`src/core/dcx_pkg.sv`:
```
// package with register map, field layout and timing for the converter control
package dcx_pkg;

  // register byte addresses on the bus (one aligned word each)
  localparam logic [7:0] DCX_OFS_CFG = 8'h00; // converter_config
  localparam logic [7:0] DCX_OFS_HIGH = 8'h04; // converter_value_high
  localparam logic [7:0] DCX_OFS_LOW = 8'h08; // converter_value_low
  localparam logic [7:0] DCX_OFS_DIS0 = 8'h0C; // input_disable_first
  localparam logic [7:0] DCX_OFS_DIS1 = 8'h10; // input_disable_second
  localparam logic [7:0] DCX_OFS_STAT = 8'h14; // read-only converter state

  // configuration field positions
  localparam int DCX_CFG_AUTO_BIT = 7; // auto_trigger_on
  localparam int DCX_CFG_SEL_MSB = 6; // trigger_select, top bit
  localparam int DCX_CFG_SEL_LSB = 4; // trigger_select, low bit
  localparam int DCX_CFG_LEFT_BIT = 2; // left_adjust
  localparam int DCX_CFG_OE_BIT = 1; // output_pin_drive
  localparam int DCX_CFG_EN_BIT = 0; // converter_on
  localparam logic [7:0] DCX_CFG_WMASK = 8'hF7; // bit 3 reserved

  // implemented input-disable bits
  localparam logic [7:0] DCX_DIS0_MASK = 8'h6D; // bits 6,5,3,2,0
  localparam logic [7:0] DCX_DIS1_MASK = 8'h26; // bits 5,2,1

  // status word field positions
  localparam int DCX_STAT_BUSY_BIT = 10; // conversion in progress
  localparam int DCX_STAT_ARMED_BIT = 11; // staged value ready for trigger

  // reset values
  localparam logic [7:0] DCX_CFG_RST = 8'h00;
  localparam logic [7:0] DCX_HIGH_RST = 8'h00;
  localparam logic [7:0] DCX_LOW_RST = 8'h00;
  localparam logic [7:0] DCX_DIS_RST = 8'h00;
  localparam logic [9:0] DCX_CODE_RST = 10'h000;

  // trigger source codes of trigger_select
  localparam logic [2:0] DCX_TRG_CMP0 = 3'h0;
  localparam logic [2:0] DCX_TRG_CMP1 = 3'h1;
  localparam logic [2:0] DCX_TRG_EXT0 = 3'h2;
  localparam logic [2:0] DCX_TRG_T0CMP = 3'h3;
  localparam logic [2:0] DCX_TRG_T0OVF = 3'h4;
  localparam logic [2:0] DCX_TRG_T1CMPB = 3'h5;
  localparam logic [2:0] DCX_TRG_T1OVF = 3'h6;
  localparam logic [2:0] DCX_TRG_T1CAP = 3'h7;

  // timing: conversion settle time, rounded up to whole clocks
  localparam int DCX_CLK_PERIOD_NS = 50;
  localparam int DCX_SETTLE_NS = 1000;
  localparam int DCX_SETTLE_CYCLES =
    (DCX_SETTLE_NS + DCX_CLK_PERIOD_NS - 1) / DCX_CLK_PERIOD_NS;

  // bus responses
  localparam logic [1:0] DCX_RESP_OKAY = 2'h0;
  localparam logic [1:0] DCX_RESP_SLVERR = 2'h2;

  // conversion state machine, one-hot
  typedef enum logic [1:0]
  {
    DCX_CV_IDLE = 2'b01,
    DCX_CV_BUSY = 2'b10
  } dcx_conv_type;

endpackage : dcx_pkg

```
`src/core/dcx_top.sv`:
```
// converter control: config, data bytes, shadow code, trigger, input disable
//
// The AXI4-Lite interface to the registers and the address map were left to the implementer.
`timescale 1ns/1ps
module dcx_top
#(
  parameter int SETTLE_CYCLES = dcx_pkg::DCX_SETTLE_CYCLES
)
(
  // clock and reset
  input wire logic clk_sys,
  input wire logic arst_n,
  // register bus, write channels
  input wire logic [7:0] s_axi_awaddr,
  input wire logic s_axi_awvalid,
  output logic s_axi_awready,
  input wire logic [31:0] s_axi_wdata,
  input wire logic [3:0] s_axi_wstrb,
  input wire logic s_axi_wvalid,
  output logic s_axi_wready,
  output logic [1:0] s_axi_bresp,
  output logic s_axi_bvalid,
  input wire logic s_axi_bready,
  // register bus, read channels
  input wire logic [7:0] s_axi_araddr,
  input wire logic s_axi_arvalid,
  output logic s_axi_arready,
  output logic [31:0] s_axi_rdata,
  output logic [1:0] s_axi_rresp,
  output logic s_axi_rvalid,
  input wire logic s_axi_rready,
  // on-chip event flags, same clock
  input wire logic [7:0] event_flags,
  // comparator pins
  input wire logic [7:0] pin_in0,
  input wire logic [7:0] pin_in1,
  output logic [7:0] pin_read0,
  output logic [7:0] pin_read1,
  output logic [7:0] buf_off0,
  output logic [7:0] buf_off1,
  // analog converter core
  output logic [9:0] conv_code,
  output logic converter_on,
  output logic output_pin_drive,
  output logic conv_start,
  output logic conv_busy
);
  import dcx_pkg::*;

  // builds the ten-bit code from the two data bytes
  function automatic logic [9:0] code_from_bytes(input logic left,
    input logic [7:0] hi, input logic [7:0] lo);
    if (left)
      code_from_bytes = {hi, lo[7:6]};
    else
      code_from_bytes = {hi[1:0], lo};
  endfunction : code_from_bytes

  // maps trigger_select to one event flag
  function automatic logic trig_pick(input logic [2:0] sel,
    input logic [7:0] flags);
    unique case (sel)
      DCX_TRG_CMP0: trig_pick = flags[0];
      DCX_TRG_CMP1: trig_pick = flags[1];
      DCX_TRG_EXT0: trig_pick = flags[2];
      DCX_TRG_T0CMP: trig_pick = flags[3];
      DCX_TRG_T0OVF: trig_pick = flags[4];
      DCX_TRG_T1CMPB: trig_pick = flags[5];
      DCX_TRG_T1OVF: trig_pick = flags[6];
      DCX_TRG_T1CAP: trig_pick = flags[7];
    endcase
  endfunction : trig_pick

  logic rst_q1; // reset release, first stage
  logic rst_n; // reset released to the clock
  logic [7:0] cfg; // converter_config
  logic [7:0] hi_byte; // converter_value_high
  logic [7:0] lo_byte; // converter_value_low
  logic [7:0] dis0; // input_disable_first
  logic [7:0] dis1; // input_disable_second
  logic aw_held; // write address captured
  logic [7:0] aw_addr; // captured write address
  logic w_held; // write data captured
  logic [7:0] w_byte; // captured low data lane
  logic w_lane0; // lane 0 strobe of captured data
  logic wr_do; // both halves present: perform write
  logic wr_en; // write with lane 0 enabled
  logic wr_map; // write address is mapped
  logic hi_write; // high data byte written
  logic lo_write; // low data byte written
  logic cfg_write; // configuration written
  logic [9:0] next_code; // code formed by this high write
  logic [9:0] staged; // value waiting for a trigger
  logic armed; // staged value may be applied
  logic flag_prev; // selected flag, one clock late
  logic sel_flag; // selected flag now
  logic trig_edge; // rising edge of selected flag
  logic trig_go; // edge accepted for a conversion
  logic en_prev; // enable, one clock late
  logic start_req; // start a conversion this clock
  dcx_conv_type state; // conversion state
  logic [15:0] settle_cnt; // clocks left in conversion
  logic [7:0] p0_s1, p0_s2, p0_s3, p0_f; // pin bank 0 sync and filter
  logic [7:0] p1_s1, p1_s2, p1_s3, p1_f; // pin bank 1 sync and filter
  logic [31:0] rd_word; // read data selected by address
  logic rd_map; // read address is mapped

  // reset release: async assert, two-flop sync release
  always_ff @(posedge clk_sys or negedge arst_n)
  begin
    if (!arst_n)
    begin
      rst_q1 <= 1'b0;
      rst_n <= 1'b0;
    end
    else
    begin
      rst_q1 <= 1'b1;
      rst_n <= rst_q1;
    end
  end

  // write channels: address and data taken in either order
  assign s_axi_awready = !aw_held && !s_axi_bvalid;
  assign s_axi_wready = !w_held && !s_axi_bvalid;
  assign wr_do = aw_held && w_held;
  assign wr_en = wr_do && w_lane0;

  always_ff @(posedge clk_sys or negedge rst_n)
  begin
    if (!rst_n)
    begin
      aw_held <= 1'b0;
      aw_addr <= 8'h00;
    end
    else if (s_axi_awvalid && s_axi_awready)
    begin
      aw_held <= 1'b1;
      aw_addr <= s_axi_awaddr;
    end
    else if (wr_do)
      aw_held <= 1'b0;
  end

  always_ff @(posedge clk_sys or negedge rst_n)
  begin
    if (!rst_n)
    begin
      w_held <= 1'b0;
      w_byte <= 8'h00;
      w_lane0 <= 1'b0;
    end
    else if (s_axi_wvalid && s_axi_wready)
    begin
      w_held <= 1'b1;
      w_byte <= s_axi_wdata[7:0];
      w_lane0 <= s_axi_wstrb[0];
    end
    else if (wr_do)
      w_held <= 1'b0;
  end

  // write decode; the status word is read-only and counts as mapped
  always_comb
  begin
    wr_map = 1'b1;
    unique case (aw_addr)
      DCX_OFS_CFG, DCX_OFS_HIGH, DCX_OFS_LOW,
      DCX_OFS_DIS0, DCX_OFS_DIS1, DCX_OFS_STAT: wr_map = 1'b1;
      default: wr_map = 1'b0;
    endcase
  end

  assign hi_write = wr_en && (aw_addr == DCX_OFS_HIGH);
  assign lo_write = wr_en && (aw_addr == DCX_OFS_LOW);
  assign cfg_write = wr_en && (aw_addr == DCX_OFS_CFG);

  // write response follows both halves; unmapped gets slave error
  always_ff @(posedge clk_sys or negedge rst_n)
  begin
    if (!rst_n)
    begin
      s_axi_bvalid <= 1'b0;
      s_axi_bresp <= DCX_RESP_OKAY;
    end
    else if (wr_do)
    begin
      s_axi_bvalid <= 1'b1;
      s_axi_bresp <= wr_map ? DCX_RESP_OKAY : DCX_RESP_SLVERR;
    end
    else if (s_axi_bready)
      s_axi_bvalid <= 1'b0;
  end

  // configuration; reserved bit 3 is masked off on write
  always_ff @(posedge clk_sys or negedge rst_n)
  begin
    if (!rst_n)
      cfg <= DCX_CFG_RST;
    else if (cfg_write)
      cfg <= w_byte & DCX_CFG_WMASK;
  end

  // data bytes hold what software wrote, in the chosen layout
  always_ff @(posedge clk_sys or negedge rst_n)
  begin
    if (!rst_n)
    begin
      hi_byte <= DCX_HIGH_RST;
      lo_byte <= DCX_LOW_RST;
    end
    else if (hi_write)
      hi_byte <= w_byte;
    else if (lo_write)
      lo_byte <= w_byte;
  end

  // input disable registers keep only implemented bits
  always_ff @(posedge clk_sys or negedge rst_n)
  begin
    if (!rst_n)
    begin
      dis0 <= DCX_DIS_RST;
      dis1 <= DCX_DIS_RST;
    end
    else if (wr_en && aw_addr == DCX_OFS_DIS0)
      dis0 <= w_byte & DCX_DIS0_MASK;
    else if (wr_en && aw_addr == DCX_OFS_DIS1)
      dis1 <= w_byte & DCX_DIS1_MASK;
  end

  // buffer-off controls go straight from the registers
  assign buf_off0 = dis0;
  assign buf_off1 = dis1;

  // pin synchronisers: a change counts once stages two and three agree
  always_ff @(posedge clk_sys or negedge rst_n)
  begin
    if (!rst_n)
    begin
      p0_s1 <= 8'h00;
      p0_s2 <= 8'h00;
      p0_s3 <= 8'h00;
      p0_f <= 8'h00;
      p1_s1 <= 8'h00;
      p1_s2 <= 8'h00;
      p1_s3 <= 8'h00;
      p1_f <= 8'h00;
    end
    else
    begin
      p0_s1 <= pin_in0;
      p0_s2 <= p0_s1;
      p0_s3 <= p0_s2;
      p0_f <= (p0_s2 & p0_s3) | (p0_f & (p0_s2 | p0_s3));
      p1_s1 <= pin_in1;
      p1_s2 <= p1_s1;
      p1_s3 <= p1_s2;
      p1_f <= (p1_s2 & p1_s3) | (p1_f & (p1_s2 | p1_s3));
    end
  end

  // pin read: a disabled buffer reads zero
  always_ff @(posedge clk_sys or negedge rst_n)
  begin
    if (!rst_n)
    begin
      pin_read0 <= 8'h00;
      pin_read1 <= 8'h00;
    end
    else
    begin
      pin_read0 <= p0_f & ~dis0;
      pin_read1 <= p1_f & ~dis1;
    end
  end

  // trigger: rising edge of the raw event flag; interrupt enables
  // never gate it, and a flag left high cannot retrigger
  assign sel_flag = trig_pick(cfg[DCX_CFG_SEL_MSB:DCX_CFG_SEL_LSB],
                              event_flags);
  assign trig_edge = cfg[DCX_CFG_AUTO_BIT] && sel_flag &&
                     !flag_prev;
  assign trig_go = trig_edge && cfg[DCX_CFG_EN_BIT] &&
                   (state == DCX_CV_IDLE);

  always_ff @(posedge clk_sys or negedge rst_n)
  begin
    if (!rst_n)
    begin
      flag_prev <= 1'b0;
      en_prev <= 1'b0;
    end
    else
    begin
      flag_prev <= sel_flag;
      en_prev <= cfg[DCX_CFG_EN_BIT];
    end
  end

  // layout chosen at high-write time, so a left_adjust change waits
  assign next_code = code_from_bytes(cfg[DCX_CFG_LEFT_BIT], w_byte,
                                     lo_byte);

  // staged value: a low write disarms, the high write arms
  always_ff @(posedge clk_sys or negedge rst_n)
  begin
    if (!rst_n)
    begin
      staged <= DCX_CODE_RST;
      armed <= 1'b0;
    end
    else if (hi_write)
    begin
      staged <= next_code;
      armed <= 1'b1;
    end
    else if (lo_write)
      armed <= 1'b0;
  end

  // shadow code seen by the converter core
  always_ff @(posedge clk_sys or negedge rst_n)
  begin
    if (!rst_n)
      conv_code <= DCX_CODE_RST;
    else if (!cfg[DCX_CFG_AUTO_BIT] && hi_write)
      conv_code <= next_code;
    else if (trig_go && armed)
      conv_code <= staged;
  end

  // start: trigger edge in auto mode, else high write or enable rise
  assign start_req = cfg[DCX_CFG_EN_BIT] && (state == DCX_CV_IDLE) &&
    (cfg[DCX_CFG_AUTO_BIT] ? trig_edge :
     (hi_write || !en_prev));

  // conversion timer; clearing enable aborts at once
  always_ff @(posedge clk_sys or negedge rst_n)
  begin
    if (!rst_n)
    begin
      state <= DCX_CV_IDLE;
      settle_cnt <= 16'h0000;
    end
    else
    begin
      unique case (state)
        DCX_CV_IDLE:
        begin
          if (start_req)
          begin
            state <= DCX_CV_BUSY;
            settle_cnt <= 16'(SETTLE_CYCLES - 1);
          end
        end
        DCX_CV_BUSY:
        begin
          if (!cfg[DCX_CFG_EN_BIT] || settle_cnt == 16'h0000)
            state <= DCX_CV_IDLE;
          else
            settle_cnt <= settle_cnt - 16'h0001;
        end
      endcase
    end
  end

  // start pulse to the core, one clock per conversion
  always_ff @(posedge clk_sys or negedge rst_n)
  begin
    if (!rst_n)
      conv_start <= 1'b0;
    else
      conv_start <= start_req;
  end

  assign conv_busy = (state == DCX_CV_BUSY);
  assign converter_on = cfg[DCX_CFG_EN_BIT];
  assign output_pin_drive = cfg[DCX_CFG_OE_BIT];

  // read decode; bit 3 of config is always zero
  always_comb
  begin
    rd_word = 32'h0000_0000;
    rd_map = 1'b1;
    unique case (s_axi_araddr)
      DCX_OFS_CFG: rd_word[7:0] = cfg;
      DCX_OFS_HIGH: rd_word[7:0] = hi_byte;
      DCX_OFS_LOW: rd_word[7:0] = lo_byte;
      DCX_OFS_DIS0: rd_word[7:0] = dis0;
      DCX_OFS_DIS1: rd_word[7:0] = dis1;
      DCX_OFS_STAT:
      begin
        rd_word[9:0] = conv_code;
        rd_word[DCX_STAT_BUSY_BIT] = conv_busy;
        rd_word[DCX_STAT_ARMED_BIT] = armed;
      end
      default: rd_map = 1'b0;
    endcase
  end

  // read channel: one read at a time, answered the next clock
  assign s_axi_arready = !s_axi_rvalid;

  always_ff @(posedge clk_sys or negedge rst_n)
  begin
    if (!rst_n)
    begin
      s_axi_rvalid <= 1'b0;
      s_axi_rdata <= 32'h0000_0000;
      s_axi_rresp <= DCX_RESP_OKAY;
    end
    else if (s_axi_arvalid && s_axi_arready)
    begin
      s_axi_rvalid <= 1'b1;
      s_axi_rdata <= rd_word;
      s_axi_rresp <= rd_map ? DCX_RESP_OKAY : DCX_RESP_SLVERR;
    end
    else if (s_axi_rready)
      s_axi_rvalid <= 1'b0;
  end

  // checks
  a_pin0_zero: assert property (
    @(posedge clk_sys) disable iff (!rst_n)
    (pin_read0 & $past(dis0)) == 8'h00)
    else $error("disabled bank 0 pin read not zero");

  a_pin1_zero: assert property (
    @(posedge clk_sys) disable iff (!rst_n)
    (pin_read1 & $past(dis1)) == 8'h00)
    else $error("disabled bank 1 pin read not zero");

  a_manual_update: assert property (
    @(posedge clk_sys) disable iff (!rst_n)
    hi_write && !cfg[DCX_CFG_AUTO_BIT] |=>
      conv_code == $past(next_code))
    else $error("manual high write did not update code");

  a_low_blocks: assert property (
    @(posedge clk_sys) disable iff (!rst_n)
    lo_write && !trig_go |=> $stable(conv_code))
    else $error("low write changed the code");

  a_auto_holds: assert property (
    @(posedge clk_sys) disable iff (!rst_n)
    hi_write && cfg[DCX_CFG_AUTO_BIT] && !trig_go |=>
      $stable(conv_code))
    else $error("auto mode code changed without trigger");

  a_trig_start: assert property (
    @(posedge clk_sys) disable iff (!rst_n)
    trig_go |=> conv_start && conv_busy)
    else $error("trigger edge did not start conversion");

  a_busy_ignore: assert property (
    @(posedge clk_sys) disable iff (!rst_n)
    conv_busy && trig_edge |=> !conv_start)
    else $error("edge during conversion was not ignored");

  a_level_norestart: assert property (
    @(posedge clk_sys) disable iff (!rst_n)
    cfg[DCX_CFG_AUTO_BIT] && $fell(conv_busy) && sel_flag && flag_prev
      |=> !conv_start)
    else $error("high trigger level restarted conversion");

  a_off_idle: assert property (
    @(posedge clk_sys) disable iff (!rst_n)
    !converter_on |=> !conv_busy && !conv_start)
    else $error("converter busy while disabled");

  a_cfg_reserved: assert property (
    @(posedge clk_sys) disable iff (!rst_n)
    cfg_write |=> !cfg[3] && output_pin_drive == $past(w_byte[1]))
    else $error("config write mishandled reserved or output bit");

endmodule : dcx_top

```
`config.mk`:
```
export PLATFORM = sky130hd
export DESIGN_NAME = dcx_top
export DESIGN_NICKNAME = d
export VERILOG_FILES = /design/src/core/dcx_pkg.sv /design/src/core/dcx_top.sv
export SDC_FILE = /design/constraint.sdc
export NUM_CORES = 1
export LEC_CHECK = 0
export BUFFER_PORTS_ARGS = -buffer_cell sky130_fd_sc_hd__buf_2
export CORE_MARGIN = 5
export CORE_UTILIZATION = 50
export CTS_CLUSTER_DIAMETER = 200
export DETAILED_ROUTE_END_ITERATION = 16
export GPL_ROUTABILITY_DRIVEN = 0
export PLACE_DENSITY_LB_ADDON = 0.05
export SLEW_MARGIN = 15
export SYNTH_ARGS = -nofsm -noshare
export SYNTH_HDL_FRONTEND = slang
export SYNTH_SLANG_ARGS = --single-unit
```
`constraint.sdc`:
```
create_clock -name clk_sys -period 7.3 [get_ports clk_sys]
set_clock_uncertainty 0.15 [all_clocks]
set_input_delay 0.73 -clock clk_sys [delete_from_list [all_inputs] [get_ports clk_sys]]
set_output_delay 0.73 -clock clk_sys [all_outputs]
set_load 0.05 [all_outputs]
```
# After elaboration in Yosys (flattened, before gate mapping)
# Cells that the tools add are included.
# totals
out_inout_bits	87
wordCells	144
in_bits	83
reg_bits	192
# classes
n_bitwise	14
reduce_logical	46
n_mux	26
n_eq_ne	22
addsub	1
# op_table
op	count
$and A8 B8 Y8	6
$pmux W8 S6	1
$eq A8 B4 Y1 const B	4
$eq A8 B5 Y1 const B	4
$mux W16	2
$or A8 B8 Y8	4
$pmux W16 S2	1
$mux W10	3
$logic_and A1 B1 Y1	20
$eq A8 B3 Y1 const B	2
$logic_not A16 Y1	1
$logic_not A8 Y1	2
$sub A16 B1 Y16 const B	1
$eq A3 B3 Y1 const B	4
$mux W1	12
$reduce_bool A2 Y1	6
$reduce_or A6 Y1	2
$logic_not A1 Y1	8
$mux W2	4
$not A6 Y8	1
$not A7 Y8	1
$pmux W1 S8	1
$reduce_and A2 Y1	4
$eq A3 B2 Y1 const B	2
other kinds (10)	13

# Depth between registers and ports, before layout
# depth
depth_word	9
depth_mapped	9
ltp_nobuf	7

# Worst setup path before layout
# Ideal clock, no wire load.
# synth_path
path_kind	input to register
start	input event_flags[7]
end	register settle_cnt[1]
path_buffers	1
stages	6
path_slack_ns	4.701
arrival_time_ns	2.301
t_required_ns	7.002
setup_time_ns	0.148
cell_sequence	mux4_2 > mux2_2 > a221oi_4 > buf_4 > o21a_1 > a31oi_1
# synth_via
elab_chain_cells	7
# synth_rtl
element	line_no	text
from (decl)	dcx_top.sv:33	input wire logic [7:0] event_flags,
$pmux W1 S8	dcx_top.sv:62	unique case (sel)
net sel_flag	dcx_top.sv:96	logic sel_flag;
$logic_and A1 B1 Y1 (2 in a row)	dcx_top.sv:282	assign trig_edge = cfg[DCX_CFG_AUTO_BIT] && sel_flag &&
$mux W1	dcx_top.sv:335	(cfg[DCX_CFG_AUTO_BIT] ? trig_edge :
$logic_and A1 B1 Y1	dcx_top.sv:334	assign start_req = cfg[DCX_CFG_EN_BIT] && (state == DCX_CV_IDLE) &&
$ne A2 B2 Y1 (no source line)	--	
$reduce_and A2 Y1 (no source line)	--	
to (signal assigned)	dcx_top.sv:354	settle_cnt <= 16'(SETTLE_CYCLES - 1);
to (signal assigned)	dcx_top.sv:362	settle_cnt <= settle_cnt - 16'h0001;
to (decl)	dcx_top.sv:102	logic [15:0] settle_cnt;
# The timed path passes the listed nets, and every way through them passes these cells.
# A chain may end at the register's enable or synchronous reset.

# Final worst setup path
# layout_path
start	register settle_cnt[0]
end	register settle_cnt[0]
# layout_via
elab_chain_cells	4
word_cells_on_any_way	7
classes_between	add/sub (1); eq/ne (1); mux (2); reduce/logical (3)
# layout_rtl
element
branches (longest 4 deep; another with $sub A16 B1 Y16)
# Several ways; the timed one is not identified. The select of a mux whose other input is x is not followed.

==> results.sh <==
export IMPL_cp_slowest_cell="o221ai_2"
export IMPL_leakage_nw=4.099
export IMPL_grt_overflow=0
export IMPL_die_w_um=133.5
export IMPL_critPathTopFamily="simple AND/OR/NAND/NOR gates"
export IMPL_powerDensity_nw_per_um2=304.8
export IMPL_final_min_clock_period_ns=3.195
export IMPL_async_flop_share_pct=100.0
export IMPL_drt_iter0_markers=244
export IMPL_h_tree_depth=4
export IMPL_preCtsSetupSlack_ns=4.127
export IMPL_fin_crit_sh_pct=43.76
export IMPL_final_antenna_net_count=0
export IMPL_crit_type="flop to flop"
export IMPL_nNetsFinal=761
export IMPL_insertion_delay_ns=0.42
export IMPL_yosysUniqueCellTypes=54
export IMPL_numCtsBuffers=17
export IMPL_timing_critical_path_to_type="flop"
export IMPL_clk_pin_slew_worst_paths_ns=0.06
export IMPL_vias=4611
export IMPL_holdWs_ns=0.1989
export IMPL_area_delta_synth_final_pct=15.80
export IMPL_fin_setup_tns_ns=0
export IMPL_drt_total_wl_mm=14.96
export IMPL_post_route_drc_count=0
export IMPL_ys_ff_latch=190
export IMPL_dpl_hpwl_mm=10.49
export IMPL_design_core_area_sq_um=15090
export IMPL_crit_start="settle_cnt[0]$_DFFE_PN0P_"
export IMPL_wl_per_cell_um=17.04
export IMPL_setup_viol=0
export IMPL_r2r_slack_ns=4.11
export IMPL_r2r_start="settle_cnt[0]$_DFFE_PN0P_"
export IMPL_hp_class="flop to flop"
export IMPL_final_cell_mix="188 x dfrtp_1, 112 x buf_2, 49 x mux2_2"
export IMPL_via_per_inst=5.252
export IMPL_grt_pass1_vias=4633
export IMPL_grt_max_degree=77
export IMPL_syn_inst=563
export IMPL_port_buffers=112
export IMPL_synthFlopType="dfrtp_1"
export IMPL_fmax_mhz=313.0
export IMPL_synth_edf_count=0
export IMPL_required_ns=7.45
export IMPL_worstPathCellList="inv_1, ha_1, or4b_4, or4_4, o221ai_2, nor2_4, mux2_4"
export IMPL_drive_gt1_share_pct=32.17
export IMPL_final_max_slew_viol_count=0
export IMPL_cap_viol_max_count=0
export IMPL_hold_viol_final=0
export IMPL_antenna_found_initial=1
export IMPL_dieArea_sq_um=17820
export IMPL_multi_input_area_sq_um=2604
export IMPL_start_util_pct=50.53
export IMPL_rr_worst_depth=7
export IMPL_max_slew_margin_pct=27.28
export IMPL_cts_resized=0
export IMPL_synth_area_leaders="dfrtp_1 62%, mux2_2 7.2%, mux2i_1 4.7%"
export IMPL_status="complete, no violations"
export IMPL_fillerInstances=1246
export IMPL_cts_sinks=190
export IMPL_synth_warnings=0
export IMPL_layout_commonest_cell="dfrtp_1"
export IMPL_ir_drop_mv=0.1897
export IMPL_utilization_pct=58.52
export IMPL_min_from="p0_s1[4]$_DFF_PN0_"
export IMPL_cp_max_fo=22
export IMPL_die_h_um=133.5
export IMPL_post_layout_total_power_mw=2.692
export IMPL_path_depth=7
export IMPL_syn_cell_area_sq_um=7625
export IMPL_ios=170
export IMPL_ys_seq_area_share_pct=62.37
export IMPL_crit_path_start_kind="flop"
export IMPL_timing_final_ws_setup_ns=4.105
export IMPL_worst_pin_slew_ns=1.082
export IMPL_root_buffer="clkbuf_16"
export IMPL_clk_path_buf_depth=2
export IMPL_seq_area_sq_um=4760
export IMPL_synth_area_leader_cell="dfrtp_1"
export IMPL_worstHoldPathCells=0
export IMPL_critPathBufInv=1
export IMPL_grt_use_total_pct=17.57
export IMPL_cts_tree="built"
export IMPL_max_stage_delay_ns=0.84
export IMPL_arrival_ns=3.35
export IMPL_post_cts_setup_buffer_count=0
export IMPL_dr_pass1_iters=4
export IMPL_postSynthAreaPerCell_sq_um=13.54
export IMPL_antenna_cells=0
export IMPL_yosys_area_top_type_share_pct=62.03
export IMPL_grt_pass1_wl_mm=24.61
export IMPL_rsz0062_at_grt="no"
export IMPL_rows=45
-- stage by stage --
| stage | instance area (sq um) | cells |
|---|---|---|
| finish | 8830 | 878 |
| global route | 8830 | 878 |
| detailed placement | 8242 | 845 |
| floorplan | 7734 | 592 |
| global placement | 8242 | 845 |
| CTS | 8830 | 878 |
-- final timing paths --
| check | end |
|---|---|
| worst min register to register | p0_s2[4]$_DFF_PN0_ |
| worst max register to register | settle_cnt[0]$_DFFE_PN0P_ |
| worst max-delay path | settle_cnt[0]$_DFFE_PN0P_ |
| min in group asynchronous | p0_s1[6]$_DFF_PN0_ |
| max in group asynchronous | p1_s3[7]$_DFF_PN0_ |
| worst min-delay path | p0_s2[4]$_DFF_PN0_ |
-- metal layers --
| layer | share of wire [%] | track usage, % | vias to the layer above |
|---|---|---|---|
| li1 | - | - | 2179 |
| met1 | 47 | 25.54 | 2293 |
| met2 | 46 | 26.04 | 118 |
| met3 | 6.2 | 5.098 | 19 |
| met4 | 1.1 | 4.857 | 2 |
| met5 | 0.087 | 0 | - |
-- layout make-up --
| class | instances | area share [%] |
|---|---|---|
| Tap cell | 188 | 2.664 |
| Sequential cell | 190 | 53.90 |
| Inverter | 12 | 0.5101 |
| Clock buffer | 21 | 5.328 |
| Timing Repair Buffer | 118 | 6.887 |
| Multi-Input combinational cell | 338 | 29.49 |
| Clock inverter | 11 | 1.219 |
-- sequential cells by signal (all words and copies together), names as in the netlist, 10 cells and up --
register	flops
s_axi_rdata	12
staged	10
conv_code	10
settle_cnt	16
-- report_power, final --
group / internal, mW / total (mW) / switching [mW]
sequential: 1.18 / 1.31 / 0.130
clock: 0.501 / 0.894 / 0.393
combinational: 0.167 / 0.485 / 0.318
total: 1.85 / 2.69 / 0.842
-- cell usage after synthesis, types with 3 or more instances --
cell type	n
or3_1	9
mux4_2	7
maj3_1	16
a22o_1	4
o21ai_0	22
dfrtp_1	189
nor2b_1	13
a31oi_1	3
clkbuf_1	14
nor3_1	8
a22oi_1	4
nand2_1	24
or4_1	7
a2bb2oi_1	3
mux2_2	49
nor3b_1	3
nor4_1	3
nand2b_1	3
a21oi_1	21
o31ai_1	6
o21bai_1	8
buf_4	32
buf_6	3
nor2_1	25
mux2i_1	36
inv_1	12
and2_1	4
-- worst register-to-register path: stages (launching register included) --
cell	delay, ns
dfrtp_1	0.41
inv_1	0.07
ha_1	0.22
or4b_4	0.52
or4_4	0.47
o221ai_2	0.84
nor2_4	0.09
mux2_4	0.33
-- logic make-up (layout without fill, tap and decap cells) --
group,after synthesis,count (layout),synth area share [%]
compound gates,80,80,7.188
fa+ha+maj,17,17,2.264
buf+inv,64,162,5.054
flops,190,190,62.37
mux,93,93,14.23
other cells,2,31,0.09849
simple gates,117,117,8.795
-- timing repair --
action | CTS | global route
hold buffers | 1 | 0
endpoints found under the hold margin | 2 | 0
endpoints found under the setup margin | 0 | 0
No activity file was read; power rests on OpenSTA's default activity.
